`config.mk`:
```
export PLATFORM = sky130hd
export DESIGN_NAME = fdp_top
export DESIGN_NICKNAME = d
export VERILOG_FILES = /design/src/logic/fdp_pkg.sv /design/src/logic/fdp_fifo.sv /design/src/logic/fdp_top.sv
export SDC_FILE = /design/constraint.sdc
export NUM_CORES = 1
export LEC_CHECK = 0
export BUFFER_PORTS_ARGS = -buffer_cell sky130_fd_sc_hd__buf_2
export CAP_MARGIN = 20
export CORE_UTILIZATION = 39
export DETAILED_ROUTE_END_ITERATION = 8
export PLACE_DENSITY = 0.55
export SETUP_SLACK_MARGIN = 0.5
export SYNTH_ARGS = -nofsm -noshare
export SYNTH_HDL_FRONTEND = slang
export SYNTH_SLANG_ARGS = --single-unit
```
`constraint.sdc`:
```
create_clock -name mclk -period 2.9 [get_ports mclk]
set_clock_uncertainty 0.15 [all_clocks]
set_input_delay 0.145 -clock mclk [delete_from_list [all_inputs] [get_ports mclk]]
set_output_delay 0.145 -clock mclk [all_outputs]
set_load 0.1 [all_outputs]
```
`src/logic/fdp_pkg.sv`:
```
package fdp_pkg;

	// ************************************************************
	// register map, byte addresses on the register port
	// ************************************************************
	localparam logic [9:0] ADDR_CTRL = 10'h3f0;
	localparam logic [9:0] ADDR_FIFO = 10'h3f1;
	localparam logic [9:0] ADDR_FCR = 10'h3f2;
	localparam logic [9:0] ADDR_TAPE = 10'h3f3;
	localparam logic [9:0] ADDR_STAT = 10'h3f4;

	// ************************************************************
	// field positions
	// ************************************************************
	localparam int CTRL_DRV = 0;
	localparam int CTRL_PC_LO = 1;
	localparam int CTRL_WR_EN = 3;
	localparam int CTRL_PPM = 4;
	localparam int CTRL_PNF = 5;
	localparam int FCR_MSENSE = 0;
	localparam int TAPE_VLD = 5;
	localparam int TAPE_ID_LO = 6;
	localparam int STAT_WP = 0;
	localparam int STAT_EMPTY = 1;
	localparam int STAT_FULL = 2;
	localparam int STAT_BUSY = 3;
	localparam int STAT_HEAD_AT_FIRST_TRACK = 4;

	// ************************************************************
	// reset values
	// ************************************************************
	localparam logic [7:0] CTRL_RST = 8'h00;
	localparam logic [1:0] TAPE_SEL_RST = 2'h0;
	localparam logic [7:0] RDATA_IDLE = 8'h00;

	// ************************************************************
	// timing: 125 mhz clock, 500 kbit/s cell
	// ************************************************************
	localparam int CLK_NS = 8;
	localparam int BIT_NS = 2000;
	localparam int PULSE_NS = 250;
	localparam int PC_STEP_NS = 125;
	localparam logic [7:0] BIT_CYC = 8'(BIT_NS / CLK_NS);
	localparam logic [7:0] PULSE_CYC = 8'((PULSE_NS + CLK_NS - 1) / CLK_NS);
	localparam logic [7:0] PC_STEP_CYC = 8'((PC_STEP_NS + CLK_NS - 1) / CLK_NS);
	localparam logic [7:0] PC_BASE_CYC = 8'(BIT_NS / CLK_NS / 2);
	localparam int FIFO_DEPTH = 8;
	localparam int FIFO_WIDTH = 8;

	// ************************************************************
	// pin groups
	// ************************************************************
	typedef struct packed {
		logic wp;
		logic head_at_first_track;
		logic [1:0] media_id;
	} fdp_drv_in_t;

	typedef struct packed {
		logic wp;
		logic head_at_first_track;
	} fdp_alt_in_t;

	typedef struct packed {
		logic wdata;
		logic floppy_write_enable_gate;
		logic step;
	} fdp_drv_out_t;

	typedef enum logic {SER_IDLE, SER_BIT} fdp_ser_t;

endpackage

```
`src/logic/fdp_fifo.sv`:
```
`timescale 1ns/1ps

// ************************************************************
// first-in first-out buffer for write bytes
// ************************************************************
module fdp_fifo #(
	parameter int WIDTH = 8,
	parameter int DEPTH = 8
) (
	input wire logic mclk,
	input wire logic nrst,
	input wire logic in_valid,
	output logic in_ready,
	input wire logic [WIDTH-1:0] in_data,
	output logic out_valid,
	input wire logic out_ready,
	output logic [WIDTH-1:0] out_data
);
	localparam int AW = $clog2(DEPTH);

	logic [WIDTH-1:0] mem [DEPTH];
	logic [AW:0] wr_ptr_r;
	logic [AW:0] rd_ptr_r;
	wire push = in_valid && in_ready;
	wire pop = out_valid && out_ready;

	// pointers carry one extra bit to tell full from empty
	assign in_ready = (wr_ptr_r[AW-1:0] != rd_ptr_r[AW-1:0]) || (wr_ptr_r[AW] == rd_ptr_r[AW]);
	assign out_valid = wr_ptr_r != rd_ptr_r;
	assign out_data = mem[rd_ptr_r[AW-1:0]];

	// storage array
	always_ff @(posedge mclk)
	begin
		if (push)
			mem[wr_ptr_r[AW-1:0]] <= in_data;
	end

	// pointer update
	always_ff @(posedge mclk or negedge nrst)
	begin
		if (!nrst)
		begin
			wr_ptr_r <= '0;
			rd_ptr_r <= '0;
		end
		else
		begin
			wr_ptr_r <= wr_ptr_r + (AW+1)'(push);
			rd_ptr_r <= rd_ptr_r + (AW+1)'(pop);
		end
	end

endmodule // fdp_fifo

```
`src/logic/fdp_top.sv`:
```
`timescale 1ns/1ps

// How it works
// - strap a low at reset: status bit 5 reads 0 for drive 0
// - strap a high at reset: status bit 5 reads 1 for drive 0
// - strap b decides status bit 5 the same way for drive 1
// - strap a value at the first edge after reset release is loaded into control bit 0
// - with control bit 0 set, the strap-derived bit carries no meaning
// - serial write data leaves with software-selectable precompensation
// - write gate only while writing, glitch free from flop
// - parallel-port-floppy mode with select flag 0 duplicates drive signals
module fdp_top (
	input wire logic mclk,
	input wire logic nrst,
	input wire logic [9:0] reg_addr,
	input wire logic [7:0] reg_wdata,
	input wire logic reg_wr,
	input wire logic reg_rd,
	output logic [7:0] reg_rdata,
	input wire logic media_id_valid_strap_a,
	input wire logic media_id_valid_strap_b,
	input wire logic step_req,
	input wire fdp_pkg::fdp_drv_in_t drv_in,
	input wire fdp_pkg::fdp_alt_in_t alt_in,
	output fdp_pkg::fdp_drv_out_t drv_out,
	output fdp_pkg::fdp_drv_out_t alt_out
);

	// ************************************************************
	// state
	// ************************************************************
	logic [7:0] ctrl_r;
	logic [1:0] tape_sel_r;
	logic function_control_reg_r;
	logic strap_a_r;
	logic strap_b_r;
	logic cap_done_r;
	fdp_pkg::fdp_ser_t state_r;
	fdp_pkg::fdp_ser_t state_nxt;
	logic [7:0] cnt_r;
	logic [7:0] cnt_nxt;
	logic [2:0] bitn_r;
	logic [7:0] shift_r;
	logic [7:0] shift_nxt;
	logic prev_r;
	logic [7:0] rdata_nxt;
	logic fifo_in_ready;
	logic fifo_out_valid;
	logic [7:0] fifo_out_data;

	// ************************************************************
	// decode
	// ************************************************************
	// pulse start inside the cell, moved early or late by pattern
	function automatic logic [7:0] pc_start(input logic [1:0] sel, input logic prv, input logic nxt);
		logic [7:0] amt;
		amt = 8'(sel) * fdp_pkg::PC_STEP_CYC;
		if (prv && !nxt)
			pc_start = fdp_pkg::PC_BASE_CYC + amt;
		else if (!prv && nxt)
			pc_start = fdp_pkg::PC_BASE_CYC - amt;
		else
			pc_start = fdp_pkg::PC_BASE_CYC;
	endfunction

	wire wr_ctrl = reg_wr && (reg_addr == fdp_pkg::ADDR_CTRL);
	wire wr_fifo = reg_wr && (reg_addr == fdp_pkg::ADDR_FIFO);
	wire wr_fcr = reg_wr && (reg_addr == fdp_pkg::ADDR_FCR);
	wire wr_tape = reg_wr && (reg_addr == fdp_pkg::ADDR_TAPE);
	wire drv_sel = ctrl_r[fdp_pkg::CTRL_DRV];
	wire [1:0] pc_sel = ctrl_r[fdp_pkg::CTRL_PC_LO +: 2];
	wire wr_en = ctrl_r[fdp_pkg::CTRL_WR_EN];
	wire ppm_en = ctrl_r[fdp_pkg::CTRL_PPM] && !ctrl_r[fdp_pkg::CTRL_PNF];
	wire sel_wp = ppm_en ? alt_in.wp : drv_in.wp;
	wire sel_head_at_first_track = ppm_en ? alt_in.head_at_first_track : drv_in.head_at_first_track;
	wire sel_strap = drv_sel ? strap_b_r : strap_a_r;
	wire vld_bit = function_control_reg_r ? 1'b1 : sel_strap;
	wire cell_end = cnt_r == (fdp_pkg::BIT_CYC - 8'h01);
	wire load = wr_en && fifo_out_valid && !sel_wp && ((state_r == fdp_pkg::SER_IDLE) || (cell_end && bitn_r == 3'h7));
	wire next_bit = (bitn_r == 3'h7) ? 1'b0 : shift_r[6];
	wire [7:0] p_start = pc_start(pc_sel, prev_r, next_bit);
	wire in_pulse = (cnt_r >= p_start) && (cnt_r < p_start + fdp_pkg::PULSE_CYC);
	wire wdata_nxt = (state_r == fdp_pkg::SER_BIT) && shift_r[7] && in_pulse;
	wire floppy_write_enable_gate_nxt = state_nxt == fdp_pkg::SER_BIT;

	wire [7:0] tape_rd = {drv_in.media_id, vld_bit, 3'h0, tape_sel_r};
	wire [7:0] stat_rd = {3'h0, sel_head_at_first_track, state_r == fdp_pkg::SER_BIT, !fifo_in_ready, !fifo_out_valid, sel_wp};

	// read mux, zero for unmapped addresses
	always_comb
	begin
		rdata_nxt = fdp_pkg::RDATA_IDLE;
		if (reg_rd)
		begin
			unique case (reg_addr)
				fdp_pkg::ADDR_CTRL: rdata_nxt = ctrl_r;
				fdp_pkg::ADDR_FCR: rdata_nxt = {7'h00, function_control_reg_r};
				fdp_pkg::ADDR_TAPE: rdata_nxt = tape_rd;
				fdp_pkg::ADDR_STAT: rdata_nxt = stat_rd;
				default: rdata_nxt = fdp_pkg::RDATA_IDLE;
			endcase
		end
	end

	// ************************************************************
	// write byte buffer
	// ************************************************************
	fdp_fifo #(
		.WIDTH(fdp_pkg::FIFO_WIDTH),
		.DEPTH(fdp_pkg::FIFO_DEPTH)
	) u_fifo (
		.mclk(mclk),
		.nrst(nrst),
		.in_valid(wr_fifo),
		.in_ready(fifo_in_ready),
		.in_data(reg_wdata),
		.out_valid(fifo_out_valid),
		.out_ready(load),
		.out_data(fifo_out_data)
	);

	// serializer next state
	always_comb
	begin
		state_nxt = state_r;
		cnt_nxt = cnt_r + 8'h01;
		shift_nxt = shift_r;
		unique case (state_r)
			fdp_pkg::SER_IDLE:
			begin
				cnt_nxt = 8'h00;
				if (load)
				begin
					state_nxt = fdp_pkg::SER_BIT;
					shift_nxt = fifo_out_data;
				end
			end
			fdp_pkg::SER_BIT:
			begin
				if (cell_end)
				begin
					cnt_nxt = 8'h00;
					shift_nxt = {shift_r[6:0], 1'b0};
					if (bitn_r == 3'h7)
					begin
						if (load)
							shift_nxt = fifo_out_data;
						else
							state_nxt = fdp_pkg::SER_IDLE;
					end
				end
			end
		endcase
	end

	// ************************************************************
	// registers
	// ************************************************************
	// straps caught at the first edge after reset release
	always_ff @(posedge mclk or negedge nrst)
	begin
		if (!nrst)
		begin
			cap_done_r <= 1'b0;
			strap_a_r <= 1'b0;
			strap_b_r <= 1'b0;
			function_control_reg_r <= 1'b0;
		end
		else if (!cap_done_r)
		begin
			cap_done_r <= 1'b1;
			strap_a_r <= media_id_valid_strap_a;
			strap_b_r <= media_id_valid_strap_b;
			function_control_reg_r <= media_id_valid_strap_a;
		end
		else if (wr_fcr)
			function_control_reg_r <= reg_wdata[fdp_pkg::FCR_MSENSE];
	end

	// software control registers
	always_ff @(posedge mclk or negedge nrst)
	begin
		if (!nrst)
		begin
			ctrl_r <= fdp_pkg::CTRL_RST;
			tape_sel_r <= fdp_pkg::TAPE_SEL_RST;
		end
		else
		begin
			if (wr_ctrl)
				ctrl_r <= reg_wdata;
			if (wr_tape)
				tape_sel_r <= reg_wdata[1:0];
		end
	end

	// serializer registers
	always_ff @(posedge mclk or negedge nrst)
	begin
		if (!nrst)
		begin
			state_r <= fdp_pkg::SER_IDLE;
			cnt_r <= 8'h00;
			bitn_r <= 3'h0;
			shift_r <= 8'h00;
			prev_r <= 1'b0;
		end
		else
		begin
			state_r <= state_nxt;
			cnt_r <= cnt_nxt;
			shift_r <= shift_nxt;
			if (state_r == fdp_pkg::SER_BIT && cell_end)
			begin
				bitn_r <= bitn_r + 3'h1;
				prev_r <= shift_r[7];
			end
			else if (state_r == fdp_pkg::SER_IDLE)
			begin
				bitn_r <= 3'h0;
				prev_r <= 1'b0;
			end
		end
	end

	// output flops, gate low from reset on
	always_ff @(posedge mclk or negedge nrst)
	begin
		if (!nrst)
		begin
			reg_rdata <= fdp_pkg::RDATA_IDLE;
			drv_out <= '0;
			alt_out <= '0;
		end
		else
		begin
			reg_rdata <= rdata_nxt;
			drv_out <= {wdata_nxt, floppy_write_enable_gate_nxt, step_req};
			alt_out <= ppm_en ? {wdata_nxt, floppy_write_enable_gate_nxt, step_req} : 3'h0;
		end
	end

	// ************************************************************
	// checks
	// ************************************************************
	wire rd_tape = reg_rd && (reg_addr == fdp_pkg::ADDR_TAPE) && cap_done_r;

	property p_drv0_low;
		@(posedge mclk) disable iff (!nrst)
		rd_tape && !drv_sel && !function_control_reg_r && !strap_a_r |=> !reg_rdata[5];
	endproperty
	a_drv0_low: assert property (p_drv0_low) else $error("drive 0 valid bit not 0");

	property p_drv0_high;
		@(posedge mclk) disable iff (!nrst)
		rd_tape && !drv_sel && strap_a_r |=> reg_rdata[5];
	endproperty
	a_drv0_high: assert property (p_drv0_high) else $error("drive 0 valid bit not 1");

	property p_drv1;
		@(posedge mclk) disable iff (!nrst)
		rd_tape && drv_sel && !function_control_reg_r |=> reg_rdata[5] == $past(strap_b_r);
	endproperty
	a_drv1: assert property (p_drv1) else $error("drive 1 valid bit wrong");

	property p_fcr_load;
		@(posedge mclk) disable iff (!nrst)
		!cap_done_r |=> function_control_reg_r == $past(media_id_valid_strap_a) && cap_done_r;
	endproperty
	a_fcr_load: assert property (p_fcr_load) else $error("control bit 0 not loaded from strap");

	property p_msense;
		@(posedge mclk) disable iff (!nrst)
		rd_tape && function_control_reg_r |=> reg_rdata[5];
	endproperty
	a_msense: assert property (p_msense) else $error("valid bit not forced when control bit 0 set");

	property p_pulse;
		@(posedge mclk) disable iff (!nrst)
		$rose(drv_out.wdata) |-> drv_out.wdata[*8] ##0 $past(shift_r[7], 8);
	endproperty
	a_pulse: assert property (p_pulse) else $error("write pulse short or not from a one bit");

	property p_gate;
		@(posedge mclk) disable iff (!nrst)
		drv_out.wdata |-> drv_out.floppy_write_enable_gate;
	endproperty
	a_gate: assert property (p_gate) else $error("write data outside write gate");

	property p_alt;
		@(posedge mclk) disable iff (!nrst)
		ppm_en |=> alt_out == drv_out;
	endproperty
	a_alt: assert property (p_alt) else $error("alternate pins differ in floppy port mode");

	property p_alt_off;
		@(posedge mclk) disable iff (!nrst)
		!ppm_en |=> alt_out == 3'h0;
	endproperty
	a_alt_off: assert property (p_alt_off) else $error("alternate pins active outside floppy port mode");

endmodule // fdp_top

```
==> reports/metrics.cfg, run 1 <==
[logic_synthesis]
synth-edff-count=64
synth_cells=357
synthesized_area_per_cell_um2=14.79
async_flop_share_pct=46.67
synth.yosys.seq_area_share_pct=62.95
synth_fp_nets=406
ys_seq_elements=120
yosys_warnings=0
netlist_area_um2=5279
yosysUniqueCellTypes=54
postSynth.topFlopCell=sky130_fd_sc_hd__edfxtp_1

[final_layout]
synthToLayoutAreaGrowth_pct=25.50
antenna_cells=0
final_layout_size_suffix_gt1_share_pct=30.75
post-route-cell-area_um2=6625
number_of_nets_at_the_end_of_the_flow=501

[grt]
grt_pass1_vias=3342
global_router_s_overall_resource_usage_pct=16.86
residual_overflow_from_global_routing=0
grt_max_degree=30
wire_length_of_the_first_global_routing_pass_mm=17.19
antenna_found_initial=0

[floorplanning]
core_um2=13240
floorplan.initialDensity_pct=39.86
floorplan.die.height_um=118.3
die-area_um2=14000
num_rows=42
die-width_um=118.3
boundaryPins=45

[clocking]
h_tree_levels=4
cts.root.buffer_cell=sky130_fd_sc_hd__clkbuf_16
worst_skew_pair.late_latency_ns=0.42
cts_made_buffers=17
cts.reportedPaths.clkPinSlew_ns=0.06
tritoncts_num_sinks=120
clock_path_buffers=2
tritoncts=built

[sta]
period_share_pct=81.54
drv_slew=0
worst-slew-pin-transition_ns=0.6675
setup_violations=0
max_freq_mhz=422.9
setup_repair_after_global_routing_missed_its_margin=true
setup-tns-final_ns=0
timing_hold_violations_final=0
final.min_clock_period_ns=2.365
worst_slew_margin_rel_pct=55.09

[place]
port_buffers=44
hpwl_mm=7.181
detailed_place.area_um2=5814
gp_congestion=0.7200

[worst_setup_path]
capturing_element_type_of_the_critical_path=register
critical_path.cell_chain=ha_2, ha_4, inv_4, nand2_4, nor3_4, a31oi_4, ha_2, xor2_1, ha_1, nand2_1, o21ai_2, nor4_1
cp.buffers_inverters=1
critPathKind=reg2reg
critical-path-top-cell-by-count=sky130_fd_sc_hd__ha_2
r2r_slack_ns=0.54
worst-endpoint-arrival_ns=2.53
worst_path_dominant_cell_family=adder cells
crit_path_max_fanout=5
critical_path.startpoint_type=register
critical_path_required_ns=3.07
critPathSlowestCell=sky130_fd_sc_hd__dfrtp_1
timing.critical_path.slowest_cell_delay_ns=0.38

[run]
max_cap_viol_count=0

[route]
detailedRoute.firstIterationViolations=190
remaining_drc_errors=0
detail_route.first_pass.iterations=6
routed_wirelength_mm=10.52
ant_nets_after_route=0
routed-via-count=3186
drt-vias-per-instance=4.970
avgRoutedWirePerCell_um=16.41

[power_and_ir_drop]
ir_worst_vdd_mv=0.4069
power_per_cell_area_nw_per_um2=576.2
p_total_mw=3.817
p_leak_nw=2.760

[run_status]
outcome=finished clean

[min_path]
path_type_of_the_worst_min_delay_path=in2reg

==> worst paths after layout <==
check                           start           end  cells after the start
min in group asynchronous        nrst  reg_rdata[1]                      2
setup / recovery            bitn_r[1]    alt_out[2]                     12
setup reg to reg            bitn_r[1]    alt_out[2]                     12
max in group asynchronous        nrst    shift_r[6]                      3
hold reg to reg            shift_r[4]    shift_r[4]                      2
hold / removal              drv_in[3]  reg_rdata[0]                      5
==> worst register-to-register path: stages (launching register included) <==
cell and delay [ns]:
sky130_fd_sc_hd__dfrtp_1 0.38, sky130_fd_sc_hd__ha_2 0.20, sky130_fd_sc_hd__ha_4 0.17, sky130_fd_sc_hd__inv_4 0.06, sky130_fd_sc_hd__nand2_4 0.08, sky130_fd_sc_hd__nor3_4 0.17
sky130_fd_sc_hd__a31oi_4 0.06, sky130_fd_sc_hd__ha_2 0.20, sky130_fd_sc_hd__xor2_1 0.16, sky130_fd_sc_hd__ha_1 0.30, sky130_fd_sc_hd__nand2_1 0.08, sky130_fd_sc_hd__o21ai_2 0.06
sky130_fd_sc_hd__nor4_1 0.22
==> power breakdown <==
group	internal, mW	switching [mW]	total [mW]
combinational	0.0437	0.0578	0.101
clock	1.17	0.736	1.90
sequential	1.81	0.00565	1.81
total	3.02	0.800	3.82
==> cell usage after synthesis (2+ instances only) <==
cell type                  count  area (µm²)
sky130_fd_sc_hd__a21oi_1       7       35.03
sky130_fd_sc_hd__a22oi_1       4       30.03
sky130_fd_sc_hd__a31oi_1       2       12.51
sky130_fd_sc_hd__and2_1        2       12.51
sky130_fd_sc_hd__and3_1        2       12.51
sky130_fd_sc_hd__buf_2         5       25.02
sky130_fd_sc_hd__buf_4         3       22.52
sky130_fd_sc_hd__dfrtp_1      56        1401
sky130_fd_sc_hd__edfxtp_1     64        1922
sky130_fd_sc_hd__ha_1         18       225.2
sky130_fd_sc_hd__inv_1        11       41.29
sky130_fd_sc_hd__mux2_1       10       112.6
sky130_fd_sc_hd__mux2_2       11       123.9
sky130_fd_sc_hd__mux2i_1      13       130.1
sky130_fd_sc_hd__mux4_2       16       360.4
sky130_fd_sc_hd__nand2_1      23       86.33
sky130_fd_sc_hd__nand2b_1      5       31.28
sky130_fd_sc_hd__nand3_1       8       40.04
sky130_fd_sc_hd__nand3b_1      5       37.54
sky130_fd_sc_hd__nor2_1       28       105.1
sky130_fd_sc_hd__nor2b_1       2       12.51
sky130_fd_sc_hd__nor3_1        6       30.03
sky130_fd_sc_hd__nor4_1        3       18.77
sky130_fd_sc_hd__o21ai_0       2       10.01
sky130_fd_sc_hd__o21ai_1       7       35.03
sky130_fd_sc_hd__o21bai_1      2       15.01
sky130_fd_sc_hd__xnor2_1       8       70.07
sky130_fd_sc_hd__xor2_1        7       61.31
sky130_fd_sc_hd__xor2_2        2       32.53
==> per-stage QoR <==
| stage | util (%) | hold slack (ns) | setup slack [ns] | cells |
|---|---|---|---|---|
| global placement | 43.91 | 0.06462 | 0.4275 | 587 |
| floorplan | - | -0.3006 | 0.5404 | 357 |
| global route | 50.03 | 0.05865 | 0.4067 | 641 |
| CTS | 49.99 | 0.01271 | 0.4727 | 641 |
| detailed placement | 43.91 | 0.06956 | 0.3726 | 587 |
| finish | 50.03 | 0.02956 | 0.5353 | 641 |
==> layer usage <==
metal	up-vias	GRT usage, %	share of wire (%)	routed length, µm
met4	0	7.532	1.7	174
met5	-	0	0	0
met3	17	5.454	3.2	339
li1	1520	-	-	-
met1	1606	20.78	45	4755
met2	43	27.02	50	5246
==> flip-flops by register name (all words and copies together), names as in the netlist <==
signal	cells
tape_sel_r	2
prev_r	1
bitn_r	3
shift_r	8
function_control_reg_r	1
strap_a_r	1
u_fifo.mem	64
ctrl_r	8
reg_rdata	8
u_fifo.rd_ptr_r	4
cap_done_r	1
u_fifo.wr_ptr_r	4
drv_out	3
alt_out	3
cnt_r	8
strap_b_r	1
==> kinds of logic (layout without fill, tap and decap cells) <==
kind of cell    count (synthesis)  in the layout  synth area share, %
mux                            50             50                13.77
xor+xnor                       17             17                3.105
simple gates                   95             95                9.173
fa+ha+maj                      18             18                4.266
buf+inv                        22            130                2.086
other cells                     1              1              0.07104
compound gates                 34             34                4.575
flops                         120            120                62.95
==> cell usage in the layout (no fill, tap or decap), drive strengths merged, types with 2 or more instances in the layout <==
master and instances:
o21bai 2, nand3 8, nor2 28, nand3b 5, and3 3, clkbuf 19
clkinvlp 3, mux2i 13, a21oi 7, mux2 21, xor2 9, dfrtp 56
buf 68, a22oi 4, nand2b 5, o21ai 9, mux4 16, xnor2 8
dlygate4sd3 18, a31oi 2, nand2 25, nor2b 2, nor3 6, nor4 3
edfxtp 64, inv 14, clkinv 7, ha 18, and2 3
==> cell type report <==
type	count	area (µm²)
fillers	1171	6618
flip-flops and latches	120	3323
multi-input cells	215	1916
repair buffers	86	580.6
clock buffers	19	432.9
well taps	176	220.2
clock inverters	13	105.1
inverters	12	47.55
==> repair_timing <==
action                     4_1_cts  5_1_grt
hold endpoints to repair       110        0
hold buffers                    18        0
pin swaps                        7        3
setup endpoints to repair        2       66
setup buffers                    4        0
resized for setup               13        1
(Power assumes the default switching activity.)
==> run 2, diff against run 1 <==
==> constraint.sdc (replaced) <==
create_clock -name mclk -period 2.4 [get_ports mclk]
set_clock_uncertainty 0.15 [all_clocks]
set_input_delay 0.12 -clock mclk [delete_from_list [all_inputs] [get_ports mclk]]
set_output_delay 0.12 -clock mclk [all_outputs]
set_load 0.1 [all_outputs]
==> run 2 against run 1 <==
Net effect:
- critical path depth unchanged
- final cell count is 4.2% higher
- critical path type unchanged
- critical endpoint is now drv_out[2]
- design area rose by 10%
- combinational power is 40% higher
==> reports/metrics.cfg, run 2 (same netlist as run 1, synthesis figures left out) <==
[worst_setup_path]
r2r_end=drv_out[2]
capturing_element_type_of_the_critical_path=register
worst-endpoint-arrival_ns=2.50  ; -0.03 ns
critical_path_required_ns=2.54  ; -0.53 ns
r2r_slack_ns=0.04  ; -0.50 ns
worst_r2r_startpoint=bitn_r[0]
critPathKind=reg2reg
critical_path.startpoint_type=register
r2r.worst_path.cells=12  ; unchanged
crit_path_max_fanout=5  ; unchanged

[final_layout]
antenna_cells=0  ; unchanged
regArea_um2=3329  ; +0.19%
most-common-layout-cells=sky130_fd_sc_hd__edfxtp_1 (64), sky130_fd_sc_hd__dfrtp_1 (51), sky130_fd_sc_hd__buf_2 (44), sky130_fd_sc_hd__dlygate4sd3_1 (26), sky130_fd_sc_hd__buf_4 (23)
layout.cells.most_common=sky130_fd_sc_hd__edfxtp_1
multi_input_area_um2=2128  ; +11%
largest_register_ff_count=64  ; unchanged
synthToLayoutAreaGrowth_pct=38.23
layoutNonFillerInstCount=668  ; +4.2%
final_layout_size_suffix_gt1_share_pct=39.43  ; +8.7 points
fill_cells=1074  ; -8.3%
finish.utilization_pct=55.10  ; +5.1 points
number_of_nets_at_the_end_of_the_flow=529  ; +5.6%

[min_path]
hold_path.startpoint=alt_in[0]
path_type_of_the_worst_min_delay_path=in2reg
timing.hold.worst_path_depth=4  ; -1
hold_path_end=reg_rdata[4]

[sta]
worst_hold_slack_ns=0.03702  ; +0.007461 ns
worst-slew-pin-transition_ns=0.5649  ; -0.1027 ns
setup_violations=0  ; unchanged
drv_slew=0  ; unchanged
setup-tns-final_ns=0  ; unchanged
final.min_clock_period_ns=2.363  ; -0.002023 ns
setup_repair_after_global_routing_missed_its_margin=true
worst_slew_margin_rel_pct=62.22  ; +7.1 points
layout_setup_ws_ns=0.03732  ; -0.4980 ns
max_freq_mhz=423.2  ; about the same
timing_hold_violations_final=0  ; unchanged
period_share_pct=98.45  ; +17 points

[clocking]
cts.root.buffer_cell=sky130_fd_sc_hd__clkbuf_16
clock_path_buffers=2  ; unchanged
tritoncts=built
cts_made_buffers=17  ; unchanged
cts.reportedPaths.clkPinSlew_ns=0.05  ; about the same
tritoncts_num_sinks=120  ; unchanged
worst_skew_pair.late_latency_ns=0.42  ; about the same
h_tree_levels=4  ; unchanged

[place]
placedCellCount=584  ; -0.51%
pre_cts_ws_ns=-0.007098  ; -0.3797 ns
port_buffers=44  ; unchanged
hpwl_mm=7.345  ; +2.3%
gp_congestion=0.7405  ; +2.8%

[route]
remaining_drc_errors=0  ; unchanged
detail_route.first_pass.iterations=4  ; -2
detailedRoute.firstIterationViolations=173  ; -8.9%
routed_wirelength_mm=11.84  ; +13%
avgRoutedWirePerCell_um=17.73  ; +8.1%
drt-vias-per-instance=4.966  ; about the same
routed-via-count=3317  ; +4.1%
ant_nets_after_route=0  ; unchanged

[grt]
residual_overflow_from_global_routing=0  ; unchanged
grt_pass1_vias=3541  ; +6.0%
antenna_found_initial=0  ; unchanged
global_router_s_overall_resource_usage_pct=18.36  ; +1.5 points
wire_length_of_the_first_global_routing_pass_mm=18.86  ; +9.8%
grt_max_degree=29  ; -3.3%

[power_and_ir_drop]
ir_worst_vdd_mv=0.4725  ; +16%
p_leak_nw=2.952  ; +7.0%
power.internal_mw=3.870  ; +28%
seq_power_share_pct=45.0  ; -2.5 points
power_per_cell_area_nw_per_um2=667.8  ; +16%
power.share.switching_pct=20.58  ; -0.37 points
pwr-share-clk_pct=52.1  ; +2.3 points
pwr-share-comb_pct=2.9  ; +0.2 points
netSwitchingPower_mw=1.003  ; +25%

[run]
max_cap_viol_count=0  ; unchanged

[floorplanning]
boundaryPins=45  ; unchanged
die-width_um=118.3  ; unchanged
num_rows=42  ; unchanged
core_um2=13240  ; unchanged
die-area_um2=14000  ; unchanged
floorplan.initialDensity_pct=39.86  ; unchanged
floorplan.die.height_um=118.3  ; unchanged

[run_status]
outcome=finished clean

-- run 2: cell types whose count changed in the layout (fill, tap and decap cells not counted), moves of 3 or more --
cell	delta
sky130_fd_sc_hd__buf_6	+10
sky130_fd_sc_hd__nor2_1	-6
sky130_fd_sc_hd__dlygate4sd3_1	+8
sky130_fd_sc_hd__nor2_4	+6
sky130_fd_sc_hd__buf_12	+9
sky130_fd_sc_hd__dfrtp_1	-5
sky130_fd_sc_hd__ha_1	-4
sky130_fd_sc_hd__dfrtp_2	+5
sky130_fd_sc_hd__nand2_2	+3
sky130_fd_sc_hd__clkinvlp_4	+3
sky130_fd_sc_hd__nand2_1	-3
-- run 2: power groups by stage --
stage / Clock (mW) / Combinational (mW) / Sequential (mW)
after CTS: 2.58 / 0.141 / 2.19
after global routing: 2.66 / 0.155 / 2.19
after floorplan: 0 / 0.0217 / 2.24
after global placement: 0 / 0.103 / 2.23
final: 2.54 / 0.141 / 2.19
after detailed placement: 0 / 0.105 / 2.23
-- run 2: per-layer routing --
layer  routed length [µm]  part of all wire, %  global-route usage, %  up-vias
met2                 5903                   50                  29.45       42
met1                 5456                   46                  23.71     1683
met4                  216                  1.8                  8.413        0
met3                  266                  2.2                  4.199       16
li1                     -                    -                      -     1576
met5                    0                    0                      0        -
-- run 2: through the flow --
stage	total power [mW]	instance area, µm²
after floorplan	2.261	5439
after global placement	2.334	5939
after detailed placement	2.336	5939
after CTS	4.909	7162
after global routing	5.006	7297
final	4.873	7297
-- run 2: worst max-delay path by stage --
stage / cells past startpoint / end / slack, ns / start
after floorplan: 12 / alt_out[2] / 0.22 / bitn_r[0]
after global placement: 11 / alt_out[2] / 0.12 / bitn_r[0]
after detailed placement: 11 / alt_out[2] / -0.007 / bitn_r[0]
after CTS: 11 / alt_out[2] / 0.03 / bitn_r[0]
after global routing: 11 / alt_out[2] / -0.08 / bitn_r[0]
final: 12 / drv_out[2] / 0.04 / bitn_r[0]
-- run 2: critical path, cell delays in order (launching register included) --
cell	delay [ns]
sky130_fd_sc_hd__dfrtp_1	0.39
sky130_fd_sc_hd__ha_2	0.20
sky130_fd_sc_hd__ha_4	0.17
sky130_fd_sc_hd__inv_4	0.07
sky130_fd_sc_hd__nand2_8	0.06
sky130_fd_sc_hd__nor3_4	0.15
sky130_fd_sc_hd__a31oi_4	0.06
sky130_fd_sc_hd__ha_2	0.20
sky130_fd_sc_hd__xor2_1	0.15
sky130_fd_sc_hd__ha_1	0.29
sky130_fd_sc_hd__nand2_1	0.06
sky130_fd_sc_hd__o21ai_2	0.19
sky130_fd_sc_hd__nor3_2	0.07
-- run 2: timing repair --
action,CTS,global route
resized for setup,24,18
buffers inserted,23,3
gates cloned,0,1
hold buffers,26,0
endpoints found under the hold margin,139,0
pin swaps,20,14
setup endpoints to repair,79,81
-- run 2: layout make-up --
class | instances | share of cell area, %
clock buffer | 19 | 5.933
inverter | 12 | 0.6516
tap | 176 | 3.018
clock inverter | 12 | 2.092
multi-input combinational | 215 | 29.17
timing repair buffer | 114 | 13.51
sequential | 120 | 45.63
